===== config.mk =====
export PLATFORM = sky130hd
export DESIGN_NAME = pcs_pc_stack
export DESIGN_NICKNAME = d
export VERILOG_FILES = /design/src/design/pcs_pkg.sv /design/src/design/pcs_pc_stack.sv
export VERILOG_INCLUDE_DIRS = /design/src /design/src/design
export SDC_FILE = /design/constraint.sdc
export NUM_CORES = 1
export LEC_CHECK = 0
export BUFFER_PORTS_ARGS = -buffer_cell sky130_fd_sc_hd__buf_2
export CORE_MARGIN = 3
export CORE_UTILIZATION = 50
export CTS_CLUSTER_DIAMETER = 50
export CTS_CLUSTER_SIZE = 28
export DETAILED_ROUTE_END_ITERATION = 12
export GPL_ROUTABILITY_DRIVEN = 0
export PLACE_DENSITY = 0.64
export SETUP_SLACK_MARGIN = 0.1
export SLEW_MARGIN = 0
export SYNTH_ARGS = -nofsm -noshare
export SYNTH_HDL_FRONTEND = slang
export SYNTH_SLANG_ARGS = --single-unit

===== constraint.sdc =====
create_clock -name clk -period 4.9 [get_ports clk]
set_clock_uncertainty 0.1 [all_clocks]
set_input_delay 0.49 -clock clk [delete_from_list [all_inputs] [get_ports clk]]
set_output_delay 0.49 -clock clk [all_outputs]
set_load 0.01 [all_outputs]

===== src/design/pcs_map.svh =====
`ifndef PCS_MAP_SVH
`define PCS_MAP_SVH
// register offsets on the plain register port
`define PCS_ADDR_PC_LOW       4'h0
`define PCS_ADDR_PC_HIGH_LAT  4'h1
`define PCS_ADDR_PC_UPPER_LAT 4'h2
`define PCS_ADDR_STACK_PTR    4'h3
`define PCS_ADDR_TOS_LOW      4'h4
`define PCS_ADDR_TOS_HIGH     4'h5
`define PCS_ADDR_TOS_UPPER    4'h6
`define PCS_ADDR_CONFIG_LOW   4'h7
// stack pointer register fields
`define PCS_SP_FULL_BIT       7
`define PCS_SP_UNF_BIT        6
`define PCS_SP_TOP            5'h1F
// vectors
`define PCS_RESET_VECTOR      21'h000000
`define PCS_HIGH_VECTOR       21'h000008
`define PCS_LOW_VECTOR        21'h000018
// implemented memory and configuration area (32 Kbyte part)
`define PCS_MEM_TOP           21'h007FFF
`define PCS_CFG_BASE          21'h007FF8
`define PCS_CFG_WORDS         2'h3
`define PCS_CFG_RESET         48'hFFFFFFFFFFFF
`define PCS_CFG_STACK_ERROR_RESET_ENABLE_BIT    0
`define PCS_PC_STEP           21'h000002
`endif


===== src/design/pcs_pkg.sv =====
package pcs_pkg;
    typedef enum logic [0:0]
    {
        PCS_CFG_LOAD = 1'b0,
        PCS_RUN      = 1'b1
    } pcs_state_t;
endpackage


===== src/design/pcs_pc_stack.sv =====
`timescale 1ns/10ps
// Summary of operation
// - 21-bit byte program counter; fetches beyond implemented memory return zero.
// - every reset loads the program counter with 0000h.
// - interrupt vectors: 0008h high priority, 0018h low priority.
// - top four program words hold configuration; the first three are copied at every reset.
// - config bytes ascend from word one low byte; fourth word reserved.
// - only pc low byte is visible; upper bits load through holding latches.
// - writing pc low byte also copies both latches into pc.
// - reading pc low byte copies pc high and upper into latches.
// - pc bit 0 always zero; sequential step is 2.
// - calls, gotos, branches load target directly, ignoring latches.
// - push on call and interrupt; pop on returns and extended link ops.
// - calls and returns leave holding latches unchanged.
// - return stack is 31 by 21 bits, 5-bit pointer, outside memory spaces.
// - push increments pointer first, then writes the current pc.
// - pop loads pc from selected entry, then decrements pointer.
// - every reset clears the pointer; pointer zero has no entry.
// - top-of-stack registers read and write the selected entry.
// - software reads and writes the pointer, range 0 to 31.
// - full flag sets after 31 pushes; cleared by software or power-on.
// - with stack reset enabled, 31st push stores, flags full, resets device.
// - with it disabled, pointer stays 31 and extra pushes are dropped.
// - pop at zero loads pc zero, sets underflow, keeps pointer at zero.
// - pointer register: full bit 7, underflow bit 6, bit 5 zero, pointer 4:0.
// - software push stores current pc; software pop just discards the top.
`include "pcs_map.svh"
module pcs_pc_stack
(
    input  wire logic        clk,
    input  wire logic        reset,
    input  wire logic        soft_reset,
    input  wire logic [3:0]  reg_addr,
    input  wire logic [7:0]  reg_wdata,
    input  wire logic        reg_wr,
    input  wire logic        reg_rd,
    output logic      [7:0]  reg_rdata,
    input  wire logic        core_inc,
    input  wire logic        core_jump,
    input  wire logic        core_call,
    input  wire logic [20:0] core_target,
    input  wire logic        core_int_high,
    input  wire logic        core_int_low,
    input  wire logic        core_return,
    input  wire logic        core_ext_return,
    input  wire logic        ext_set_enable,
    input  wire logic        core_push,
    input  wire logic        core_pop,
    output logic      [20:0] prog_addr,
    input  wire logic [15:0] prog_data,
    output logic      [15:0] fetch_word,
    output logic      [20:0] pc,
    output logic             config_busy,
    output logic      [47:0] config_data,
    output logic             stack_reset_pulse
);
    pcs_pkg::pcs_state_t state;
    logic [4:0]  return_stack_pointer;
    logic        stack_full_flag;
    logic        stack_underflow_flag;
    logic [7:0]  pc_high_holding_latch;
    logic [4:0]  pc_upper_holding_latch;
    logic [20:0] stack_mem [1:31];
    logic [1:0]  load_cnt;
    logic        dev_reset;
    logic        do_push;
    logic        do_pop;
    logic        push_room;
    logic        push_last;
    logic        stack_error_reset_enable;
    logic [20:0] tos;
    logic [4:0]  ptr_inc;
    logic        wr_pcl;

    // one decode shared by the write paths
    function automatic logic reg_hit(input logic [3:0] a, input logic [3:0] off);
        reg_hit = (a == off);
    endfunction

    // a core op that changes the stack; at most one per cycle from the core
    assign do_push   = core_call | core_int_high | core_int_low | core_push;
    assign do_pop    = core_return | (core_ext_return & ext_set_enable) | core_pop;
    assign push_room = (return_stack_pointer != `PCS_SP_TOP);
    assign ptr_inc   = return_stack_pointer + 5'h01;
    assign push_last = do_push & (ptr_inc == `PCS_SP_TOP);
    assign stack_error_reset_enable    = config_data[`PCS_CFG_STACK_ERROR_RESET_ENABLE_BIT];
    assign dev_reset = soft_reset | (push_last & stack_error_reset_enable);
    assign tos       = (return_stack_pointer == 5'h00) ? 21'h000000
                                                         : stack_mem[return_stack_pointer];
    assign wr_pcl    = reg_wr & reg_hit(reg_addr, `PCS_ADDR_PC_LOW);

    // configuration copy runs after every reset before the core may run
    always_ff @(posedge clk or posedge reset)
    begin
        if (reset)
        begin
            state       <= pcs_pkg::PCS_CFG_LOAD;
            load_cnt    <= 2'h0;
            config_busy <= 1'b1;
        end
        else if (dev_reset)
        begin
            state       <= pcs_pkg::PCS_CFG_LOAD;
            load_cnt    <= 2'h0;
            config_busy <= 1'b1;
        end
        else
        begin
            unique case (state)
                pcs_pkg::PCS_CFG_LOAD:
                begin
                    load_cnt <= load_cnt + 2'h1;
                    if (load_cnt == `PCS_CFG_WORDS - 2'h1)
                    begin
                        state       <= pcs_pkg::PCS_RUN;
                        config_busy <= 1'b0;
                    end
                end
                pcs_pkg::PCS_RUN:
                begin
                    load_cnt    <= 2'h0;
                    config_busy <= 1'b0;
                end
            endcase
        end
    end

    // configuration words ascend: word one low byte at the lowest address
    always_ff @(posedge clk or posedge reset)
    begin
        if (reset)
            config_data <= `PCS_CFG_RESET;
        else if (state == pcs_pkg::PCS_CFG_LOAD && !dev_reset)
            config_data[load_cnt*16 +: 16] <= prog_data;
    end

    // program address: config area while loading, else the pc
    always_ff @(posedge clk or posedge reset)
    begin
        if (reset)
            prog_addr <= `PCS_CFG_BASE;
        else if (dev_reset)
            prog_addr <= `PCS_CFG_BASE;
        else if (state == pcs_pkg::PCS_CFG_LOAD && load_cnt != `PCS_CFG_WORDS - 2'h1)
            prog_addr <= `PCS_CFG_BASE + {18'h00000, load_cnt + 2'h1, 1'b0};
        else
            prog_addr <= pc;
    end

    // unimplemented space reads as zero, which decodes as a no-op
    always_ff @(posedge clk or posedge reset)
    begin
        if (reset)
            fetch_word <= 16'h0000;
        else if (prog_addr > `PCS_MEM_TOP || state != pcs_pkg::PCS_RUN)
            fetch_word <= 16'h0000;
        else
            fetch_word <= prog_data;
    end

    // config_busy is kept in the state process so the output comes from a flop
    // program counter; bit 0 is never written with a one
    always_ff @(posedge clk or posedge reset)
    begin
        if (reset)
            pc <= `PCS_RESET_VECTOR;
        else if (dev_reset)
            pc <= `PCS_RESET_VECTOR;
        else if (core_int_high)
            pc <= `PCS_HIGH_VECTOR;
        else if (core_int_low)
            pc <= `PCS_LOW_VECTOR;
        else if (core_call | core_jump)
            pc <= {core_target[20:1], 1'b0};
        else if ((core_return | (core_ext_return & ext_set_enable)) &&
                 return_stack_pointer == 5'h00)
            pc <= 21'h000000;
        else if (core_return | (core_ext_return & ext_set_enable))
            pc <= {tos[20:1], 1'b0};
        else if (wr_pcl)
            pc <= {pc_upper_holding_latch, pc_high_holding_latch,
                   reg_wdata[7:1], 1'b0};
        else if (core_inc)
            pc <= pc + `PCS_PC_STEP;
    end

    // holding latches: bus writes, and filled by a pc low byte read only
    always_ff @(posedge clk or posedge reset)
    begin
        if (reset)
        begin
            pc_high_holding_latch  <= 8'h00;
            pc_upper_holding_latch <= 5'h00;
        end
        else if (reg_rd && reg_hit(reg_addr, `PCS_ADDR_PC_LOW))
        begin
            pc_high_holding_latch  <= pc[15:8];
            pc_upper_holding_latch <= pc[20:16];
        end
        else if (reg_wr && reg_hit(reg_addr, `PCS_ADDR_PC_HIGH_LAT))
            pc_high_holding_latch <= reg_wdata;
        else if (reg_wr && reg_hit(reg_addr, `PCS_ADDR_PC_UPPER_LAT))
            pc_upper_holding_latch <= reg_wdata[4:0];
    end

    // stack pointer; core ops outrank a bus write in the same cycle
    always_ff @(posedge clk or posedge reset)
    begin
        if (reset)
            return_stack_pointer <= 5'h00;
        else if (dev_reset)
            return_stack_pointer <= 5'h00;
        else if (do_push && push_room)
            return_stack_pointer <= ptr_inc;
        else if (do_pop && return_stack_pointer != 5'h00)
            return_stack_pointer <= return_stack_pointer - 5'h01;
        else if (!do_push && !do_pop && reg_wr && reg_hit(reg_addr, `PCS_ADDR_STACK_PTR))
            return_stack_pointer <= reg_wdata[4:0];
    end

    // flags survive soft and overflow resets; set wins over a clearing write
    always_ff @(posedge clk or posedge reset)
    begin
        if (reset)
        begin
            stack_full_flag      <= 1'b0;
            stack_underflow_flag <= 1'b0;
        end
        else
        begin
            if (push_last || (do_push && !push_room))
                stack_full_flag <= 1'b1;
            else if (reg_wr && reg_hit(reg_addr, `PCS_ADDR_STACK_PTR))
                stack_full_flag <= stack_full_flag & reg_wdata[`PCS_SP_FULL_BIT];
            if (do_pop && return_stack_pointer == 5'h00)
                stack_underflow_flag <= 1'b1;
            else if (reg_wr && reg_hit(reg_addr, `PCS_ADDR_STACK_PTR))
                stack_underflow_flag <= stack_underflow_flag & reg_wdata[`PCS_SP_UNF_BIT];
        end
    end

    // stack array; entry zero does not exist, full stack drops the write
    always_ff @(posedge clk)
    begin
        if (!reset && do_push && push_room)
            stack_mem[ptr_inc] <= pc;
        else if (!reset && reg_wr && return_stack_pointer != 5'h00)
        begin
            if (reg_hit(reg_addr, `PCS_ADDR_TOS_LOW))
                stack_mem[return_stack_pointer][7:0] <= reg_wdata;
            else if (reg_hit(reg_addr, `PCS_ADDR_TOS_HIGH))
                stack_mem[return_stack_pointer][15:8] <= reg_wdata;
            else if (reg_hit(reg_addr, `PCS_ADDR_TOS_UPPER))
                stack_mem[return_stack_pointer][20:16] <= reg_wdata[4:0];
        end
    end

    // read data stand only in the cycle after the strobe
    always_ff @(posedge clk or posedge reset)
    begin
        if (reset)
            reg_rdata <= 8'h00;
        else if (!reg_rd)
            reg_rdata <= 8'h00;
        else
        begin
            unique case (reg_addr)
                `PCS_ADDR_PC_LOW:       reg_rdata <= pc[7:0];
                `PCS_ADDR_PC_HIGH_LAT:  reg_rdata <= pc_high_holding_latch;
                `PCS_ADDR_PC_UPPER_LAT: reg_rdata <= {3'h0, pc_upper_holding_latch};
                `PCS_ADDR_STACK_PTR:    reg_rdata <= {stack_full_flag, stack_underflow_flag,
                                                      1'b0, return_stack_pointer};
                `PCS_ADDR_TOS_LOW:      reg_rdata <= tos[7:0];
                `PCS_ADDR_TOS_HIGH:     reg_rdata <= tos[15:8];
                `PCS_ADDR_TOS_UPPER:    reg_rdata <= {3'h0, tos[20:16]};
                `PCS_ADDR_CONFIG_LOW:   reg_rdata <= config_data[7:0];
                default:                reg_rdata <= 8'h00;
            endcase
        end
    end

    // overflow reset is signalled so the rest of the device can follow
    always_ff @(posedge clk or posedge reset)
    begin
        if (reset)
            stack_reset_pulse <= 1'b0;
        else
            stack_reset_pulse <= push_last & stack_error_reset_enable;
    end
endmodule


### After elaboration in Yosys (flattened, before gate mapping)

Memory sizes are Yosys's and may differ from the RTL's.
Index checks and enable logic that the tools add are counted.

* reduce and logical (&&, ||, !) cells: 36
* add/sub/neg operators: 6
* shift-type cells: 2
* eq/ne operators: 13
* bitwise gates (word level): 14
* magnitude comparators: 1
* multiplexer cells: 56

Operators by type and width (count)
* 21-bit two-way mux: 12
* 8-bit one-hot mux with 8 select lines: 1
* 48-bit bitwise mux: 1
* 16-bit by 34-bit variable shift with 48-bit output (first input constant): 1
* 16-bit by 34-bit variable part select with 48-bit output: 1
* 5-bit two-way mux: 8
* 6-bit negation with 34-bit output: 1
* 1-bit two-way mux: 26
* 8-bit two-way mux: 3
* 21-bit by 2-bit adder with 21-bit output (second input constant): 1
* 21-bit by 15-bit > comparator with 1-bit output (second input constant): 1
* 21-bit OR reduction: 1
* 1-bit logical AND: 18
* 15-bit by 3-bit adder with 16-bit output (first input constant): 1
* 4-bit by 3-bit equality test with 1-bit output (second input constant): 4
* 16-bit two-way mux: 1
* 4-bit by 2-bit equality test with 1-bit output (second input constant): 2
* 2-bit nonzero test: 4
* 8-bit nonzero test: 1
* 1-bit bitwise OR: 7
* 1-bit AND: 6
* 5-bit by 1-bit adder with 5-bit output (second input constant): 1
* 5-bit equality test (second input constant): 1
* 1-bit zero test: 5
* 18 further kinds: 20

* logic and storage cells: 143
* memories kept: 1
* memory bits (writable): 651
* flip-flop bits (word level): 139

Memory list
* stack_mem: depth 31, bits a word 21, rd ports 1, clocked after memory_dff 0, wr ports 1, line pcs_pc_stack.sv:63 `logic [20:0] stack_mem [1:31];`

### Depth between registers and ports, before layout

Gate-level depths: netlist of run 1.

* word-level depth: 11
* gate-level depth with buffers: 15
* gate-level depth less buffers: 9

### Least setup slack after synthesis of run 1

OpenSTA, ideal clock, no wires.

* kind: reg2reg
* from: register return_stack_pointer[1]
* to: memory stack_mem[10][11], data pin
* data required time: 4354 ps
* buffers on the path: 5
* setup time: 446 ps
* stages on the path, launching flop included: 12
* slack: 648 ps
* period minus slack after synthesis: 4252 ps
* arrival time: 3706 ps
* path through: dfrtp_1 -> buf_4 -> buf_4 -> inv_2 -> buf_1 -> ha_1 -> or4b_1 -> buf_2 -> nand4_2 -> nor2_1 -> clkbuf_1 -> o21ai_0

* word-level cells in the longest chain between the ends: 7
* elaborated cells on any way between the ends: 15

Ends and longest elaborated chain
* start: declaration: line pcs_pc_stack.sv:58 `logic [4:0] return_stack_pointer;`
* start signal: assignment: line pcs_pc_stack.sv:214 `return_stack_pointer <= ptr_inc;`
* start signal: assignment: line pcs_pc_stack.sv:216 `return_stack_pointer <= return_stack_pointer - 5'h01;`
* start signal: assignment: line pcs_pc_stack.sv:218 `return_stack_pointer <= reg_wdata[4:0];`
* 5-bit nonzero test: line pcs_pc_stack.sv:247 `else if (!reset && reg_wr && return_stack_pointer != 5'h00)`
* 1-bit logical AND: line pcs_pc_stack.sv:247
* 1-bit two-way mux: line pcs_pc_stack.sv:247
* 1-bit two-way mux: line pcs_pc_stack.sv:245 `if (!reset && do_push && push_room)`
* 1-bit two-way mux (on tied branches): line pcs_pc_stack.sv:250, pcs_pc_stack.sv:252, pcs_pc_stack.sv:254
* 21-bit OR reduction (no source line) *
* 21-bit two-way mux (no source line) *
* end: declaration: line pcs_pc_stack.sv:63

Every way passes the cells marked *; elsewhere a longest branch is shown, timed or not.

### Final worst setup path of run 1

* from: register return_stack_pointer[0]
* to: memory stack_mem[12][19], enable pin

* word-level cells in the longest chain between the ends: 7
* elaborated cells on any way between the ends: 19

Ends and longest elaborated chain (line)
* 5-bit nonzero test: pcs_pc_stack.sv:247
* 1-bit logical AND: pcs_pc_stack.sv:247
* 1-bit two-way mux: pcs_pc_stack.sv:247
* 1-bit two-way mux: pcs_pc_stack.sv:245
* 1-bit two-way mux (on tied branches): pcs_pc_stack.sv:250, pcs_pc_stack.sv:252, pcs_pc_stack.sv:254
* 21-bit OR reduction (no source line)
* 5-bit two-way mux (no source line) or 3-bit two-way mux (tied branches)

Several ways; a longest one is shown, not always the timed one.

==> results of run 1 <==
## synth_stat cells, types with 42 or more instances
cell type / number
clkbuf_1: 51
mux2i_1: 139
dfstp_2: 61
o21ai_1: 46
edfxtp_1: 651
a21oi_1: 69
buf_2: 42
inv_1: 46
nand3_1: 86
nand2_1: 184
o21ai_0: 42
nor2_1: 160
mux4_2: 105
dfrtp_1: 77
## flip-flops by register name, summed over array words and instances, names as in the netlist, 2 cells and up
register,count
stack_mem,651
config_data,48
prog_addr,21
pc,20
fetch_word,16
pc_high_holding_latch,8
reg_rdata,8
pc_upper_holding_latch,5
return_stack_pointer,5
load_cnt,2
## metal layers
layer	part of all wire, %	global-route usage (%)
met5	0.014	0
met4	3.3	9.18
met3	8.4	4.21
met2	46	42.0
met1	42	38.9
## worst register-to-register path: cells and delay by family (launching register included)
family                     cells  cell delay [ns]
DFF                            1             0.71
AOI/OAI and AO/OA              1             0.42
adders and majority gates      1             0.31
buffers and inverters          1             0.15
and+or+nand+nor                5             2.36
## area by class of cell
| class | count | area, um2 |
|---|---|---|
| diodes | 1 | 2.50 |
| multi-input cells | 1219 | 9440 |
| clock inverters | 56 | 657 |
| fillers | 4995 | 27500 |
| repair buffers | 304 | 1920 |
| flip-flops and latches | 789 | 23100 |
| well taps | 864 | 1080 |
| inverters | 51 | 196 |
| clock buffers | 87 | 2090 |
## cell families (layout without fill, tap and decap cells)
family | count (synthesis) | count (layout) | synth area share, %
adders and majority gates | 11 | 11 | 0.412
and+or+nand+nor | 572 | 572 | 7.93
muxes | 270 | 270 | 12.1
other | 1 | 3 | 0.0112
buffers and inverters | 189 | 498 | 2.79
DFF | 789 | 789 | 69.1
xor gates and xnor gates | 22 | 22 | 0.599
AOI/OAI and AO/OA | 342 | 342 | 7.04
## report_power, final
group	leakage [uW]	internal (uW)	switching, uW	total, uW
sequential	0.00769	7560	174	7730
clock	0.00133	3490	2850	6330
combinational	0.00474	680	1250	1930
total	0.0138	11700	4270	16000
## worst paths after layout
path | to | depth (start not counted)
max in group asynchronous | reg_rdata[4] | 3
worst min-delay path | return_stack_pointer[1] | 2
min in group clk | config_data[4] | 3
worst max register to register | stack_mem[12][19] | 8
worst max-delay path | stack_mem[12][19] | 8
worst min register to register | config_data[10] | 2
## timing repair
action	CTS	global route
hold buffers	14	0
setup endpoints to repair	0	0
endpoints found under the hold margin	29	0
## metrics by stage
step / setup WS, ns / hold WS [ns] / instance area, um2 / std cells
global route: 0.197 / 0.0208 / 38500 / 3370
detailed placement: 0.542 / 0.346 / 35600 / 3213
global placement: 0.567 / 0.343 / 35600 / 3213
finish: 0.501 / 0.0252 / 38500 / 3371
CTS: 0.502 / 0.000819 / 38500 / 3370
floorplan: 0.648 / 0.354 / 33400 / 2197
==> flow_summary_export.csv, run 1 <==
group,metric,value,unit
worst_setup_path,critPathLaunch,"return_stack_pointer[0]",
sta,fmax,227,MHz
grt,track_usage,26.8,%
clock_tree,cts_tree,"built",
yosys,yosysSeqAreaShare,69.1,%
yosys,syn-mean-instance-area,15.2,um2
yosys,yosys.cell_types.count,85,
worst_setup_path,r2r_slack,0.50,ns
grt,grt_max_degree,109,
grt,antenna_found_initial,1,
drt,first_pass_iters,5,
layout,mostFrequentLayoutCell,"edfxtp_1",
yosys,synth_top_area_share,58.5,%
worst_setup_path,reg2reg_from,"return_stack_pointer[0]",
layout,drive_gt1_share,26.4,%
yosys,synth_area_leaders,"edfxtp_1 59%, mux4_2 7.1%, dfrtp_1 5.8%",
yosys,synth_seq_cells,789,
worst_setup_path,required,5.06,ns
worst_setup_path,path_cells,"inv_2 > ha_1 > or4b_1 > and4_4 > nand2_2 > and3_1 > a32oi_2 > nor2_1",
drt,vias_per_cell,6.22,
sta,slew_viol_final,0,
worst_setup_path,crit_slowest_cell,"or4b_1",
floorplan,die_area,69900,um2
grt,grt_pass1_vias,20700,
sta,fin_setup_tns,0,ns
yosys,synth_warnings,0,
sta,tightest_slew,1.22,ns
clock_tree,cts_buffer_depth,3,
placement,port_buffers,177,
clock_tree,cts.htree.levels,3,
yosys,yosysTopAreaCell,"edfxtp_1",
clock_tree,clock_latency,0.63,ns
yosys,async_flop_share,17.5,%
grt,grt_pass1_wl,139000,um
floorplan,chipWidth,264,um
worst_setup_path,end_kind,"flop",
clock_tree,clock_sinks,789,
drt,drt_iter0_drc,2725,
clock_tree,cts.clk_slew.worst_paths,0.06,ns
layout,fin_nets,2517,
power_and_ir_drop,power_density,416,nW/um2
worst_setup_path,arrival,4.56,ns
min_path,min_path_type,"in -> async",
layout,final_cell_mix,"651 x edfxtp_1, 184 x nand2_1, 177 x buf_2, 160 x nor2_1, 139 x mux2i_1",
power_and_ir_drop,power,16000,uW
worst_setup_path,cp_top_family,"simple AND/OR/NAND/NOR gates",
floorplan,initial_core_util,50.6,%
worst_setup_path,critPathMaxFanout,32,
drt,wl_per_cell,27.7,um
power_and_ir_drop,vdd_drop_max,224,uV
layout,area_growth,15.2,%
drt,ant_nets,0,
flow_run,maxCapViolCount,0,
sta,rsz0062_at_grt,"no",
run_status,status,"finished, final reports clean",
floorplan,io_pins,180,
yosys,syn_inst,2196,
worst_setup_path,crit_type,"reg -> reg",
power_and_ir_drop,p_leak,0.0138,uW
drt,finalWirelength,93500,um
worst_setup_path,cp-start-kind,"flop",
sta,relSlewSlack,18.6,%
placement,hpwl,62200,um
yosys,synth_top_flop_cell,"edfxtp_1",
clock_tree,postCtsSetupBuffers,0,
worst_setup_path,cpPeakStageDelay,0.73,ns
layout,postLayoutCoreUtil,58.3,%
drt,drc_errors,0,
sta,min_period,4.40,ns
floorplan,fp.dieH,264,um
drt,vias,21000,
sta,finalCritPeriodShare,89.8,%
clock_tree,cts_made_buffers,77,
sta,hold_viol,0,
sta,setup_viol,0,
yosys,syn_area,33400,um2
floorplan,core_area,66000,um2
yosys,synth_edf_count,651,
clock_tree,ctsResizeCount,0,
worst_setup_path,path_buf_inv,1,
grt,gr-total-overflow,0,
clock_tree,cts-root-buf,"clkbuf_16",
floorplan,rows,94,
Power figures use the tool's default switching activity.
==> inputs of run 2 (changes only) <==
--- a/config.mk
+++ b/config.mk
@@ -9,6 +9,7 @@
 export BUFFER_PORTS_ARGS = -buffer_cell sky130_fd_sc_hd__buf_2
 export CORE_MARGIN = 3
 export CORE_UTILIZATION = 50
+export CTS_BUF_LIST = sky130_fd_sc_hd__clkbuf_4
 export CTS_CLUSTER_DIAMETER = 50
 export CTS_CLUSTER_SIZE = 28
 export DETAILED_ROUTE_END_ITERATION = 12
==> run 2 against run 1 <==
Net effect:
- design area shrank 2.3%
- largest cell class unchanged
- critical path depth grew 4
- largest power group unchanged
- clock-buffer cell count shrank 5
- combinational power grew 2%
- register-to-register slack lost 0.22 ns
==> flow_summary_export.csv, run 2 (same netlist as run 1, synthesis figures left out) <==
group,metric,value,unit
layout,drive_gt1_share,25.9,%
clock_tree,cts_made_buffers,77,
layout,area_growth,12.6,%
worst_setup_path,critPathMaxFanout,17,
sta,fmax,217,MHz
placement,dp_worst_setup_slack,0.542,ns
layout,fin_nets,2570,
floorplan,chipWidth,264,um
grt,track_usage,26.7,%
drt,finalWirelength,93600,um
drt,vias_per_cell,6.19,
drt,vias,21200,
layout,reg_top3,"stack_mem: 651 flops, config_data: 48 flops, prog_addr: 21 flops",
clock_tree,cts_tree,"built",
worst_setup_path,required,5.59,ns
drt,drt_iter0_drc,2780,
grt,grt_pass1_vias,20900,
grt,grt_max_degree,109,
sta,relSlewSlack,15.2,%
worst_setup_path,crit_type,"reg -> reg",
worst_setup_path,cp-start-kind,"flop",
layout,largest_register_ffs,651,
clock_tree,cts-root-buf,"clkbuf_4",
sta,tightest_slew,1.26,ns
clock_tree,clock_latency,0.93,ns
sta,slew_viol_final,0,
power_and_ir_drop,p_leak,0.0134,uW
power_and_ir_drop,power_density,361,nW/um2
drt,wl_per_cell,27.3,um
sta,fin_setup_tns,0,ns
clock_tree,cts_buffer_depth,3,
drt,drc_errors,0,
run_status,status,"finished, final reports clean",
floorplan,rows,94,
sta,setup_viol,0,
floorplan,die_area,69900,um2
drt,ant_nets,0,
floorplan,core_area,66000,um2
power_and_ir_drop,vdd_drop_max,183,uV
layout,mostFrequentLayoutCell,"edfxtp_1",
worst_setup_path,end_kind,"flop",
floorplan,initial_core_util,50.6,%
placement,hpwl,62200,um
grt,gr-total-overflow,0,
sta,hold_viol,0,
layout,nFillCells,5143,
clock_tree,cts.htree.levels,3,
sta,rsz0062_at_grt,"no",
drt,first_pass_iters,5,
floorplan,io_pins,180,
placement,port_buffers,177,
grt,grt_pass1_wl,138000,um
floorplan,fp.dieH,264,um
flow_run,maxCapViolCount,0,
sta,finalCritPeriodShare,94.3,%
min_path,min_path_type,"in -> reg",
layout,regMostFlops,"stack_mem",
worst_setup_path,arrival,5.31,ns
clock_tree,cts.clk_slew.worst_paths,0.16,ns
clock_tree,clock_sinks,789,
sta,min_period,4.62,ns
grt,antenna_found_initial,2,
layout,final_cell_mix,"651 x edfxtp_1, 184 x nand2_1, 177 x buf_2, 160 x nor2_1, 139 x mux2i_1",
sta,worst_slack,0.281,ns
## run 2: repair_timing
action | in CTS | in global routing
endpoints found under the setup margin | 0 | 2
hold endpoints to repair | 157 | 0
hold buffers | 66 | 0
resized for setup | 0 | 1
setup buffers | 0 | 1
## run 2: critical path, cell delays in order, from the launching register on
cell	delay [ns]
dfrtp_4	0.67
ha_1	0.40
nand2_1	0.13
nor2_1	0.05
ha_1	0.39
inv_1	0.22
o41ai_4	0.86
buf_4	0.29
nor3_4	0.08
o221ai_1	0.09
dlygate4sd3_1	0.60
a21oi_1	0.05
dlygate4sd3_1	0.57
## run 2: cell type report
cell class / instances / area, um2 / share of cell area, %
clock inverters: 61 / 701 / 1.86
diodes: 2 / 5.00 / 0.0133
clock buffers: 82 / 616 / 1.64
repair buffers: 357 / 2470 / 6.57
inverters: 51 / 196 / 0.522
multi-input cells: 1219 / 9440 / 25.1
flip-flops and latches: 789 / 23100 / 61.4
well taps: 864 / 1080 / 2.87
## run 2: final timing paths
check / end / cells past startpoint / slack (ns) / startpoint
max: pc[11] / 12 / 0.28 / return_stack_pointer[0]
min: reg_rdata[0] / 3 / 0.10 / reg_addr[0]
max reg2reg: pc[11] / 12 / 0.28 / return_stack_pointer[0]
min reg2reg: config_data[13] / 2 / 0.36 / config_data[13]
max in group asynchronous: pc[7] / 4 / 3.18 / reset
min in group asynchronous: pc[9] / 3 / 0.29 / reset
## run 2: where the power goes
group / internal, uW / switching, uW
combinational: 708 / 1270
clock: 1370 / 2490
sequential: 7560 / 171
## run 2: metal layers
layer / GRT usage [%] / vias to the layer above / routed length, um
li1: - / 9084 / -
met1: 38.4 / 10800 / 39000
met2: 41.8 / 1081 / 43000
met3: 4.33 / 185 / 8190
met4: 9.75 / 0 / 3390
met5: 0 / - / 0
## run 2: through the flow
step	total power, uW	area (um2)	hold slack, ns	util (%)	instances
finish	13600	37600	0.104	57.0	3425
global placement	9740	35600	0.343	53.9	3213
global route	14000	37600	0.0745	57.0	3424
floorplan	8970	33400	0.354	-	2197
CTS	13600	37600	0.00847	56.9	3422
detailed placement	9770	35600	0.346	53.9	3213
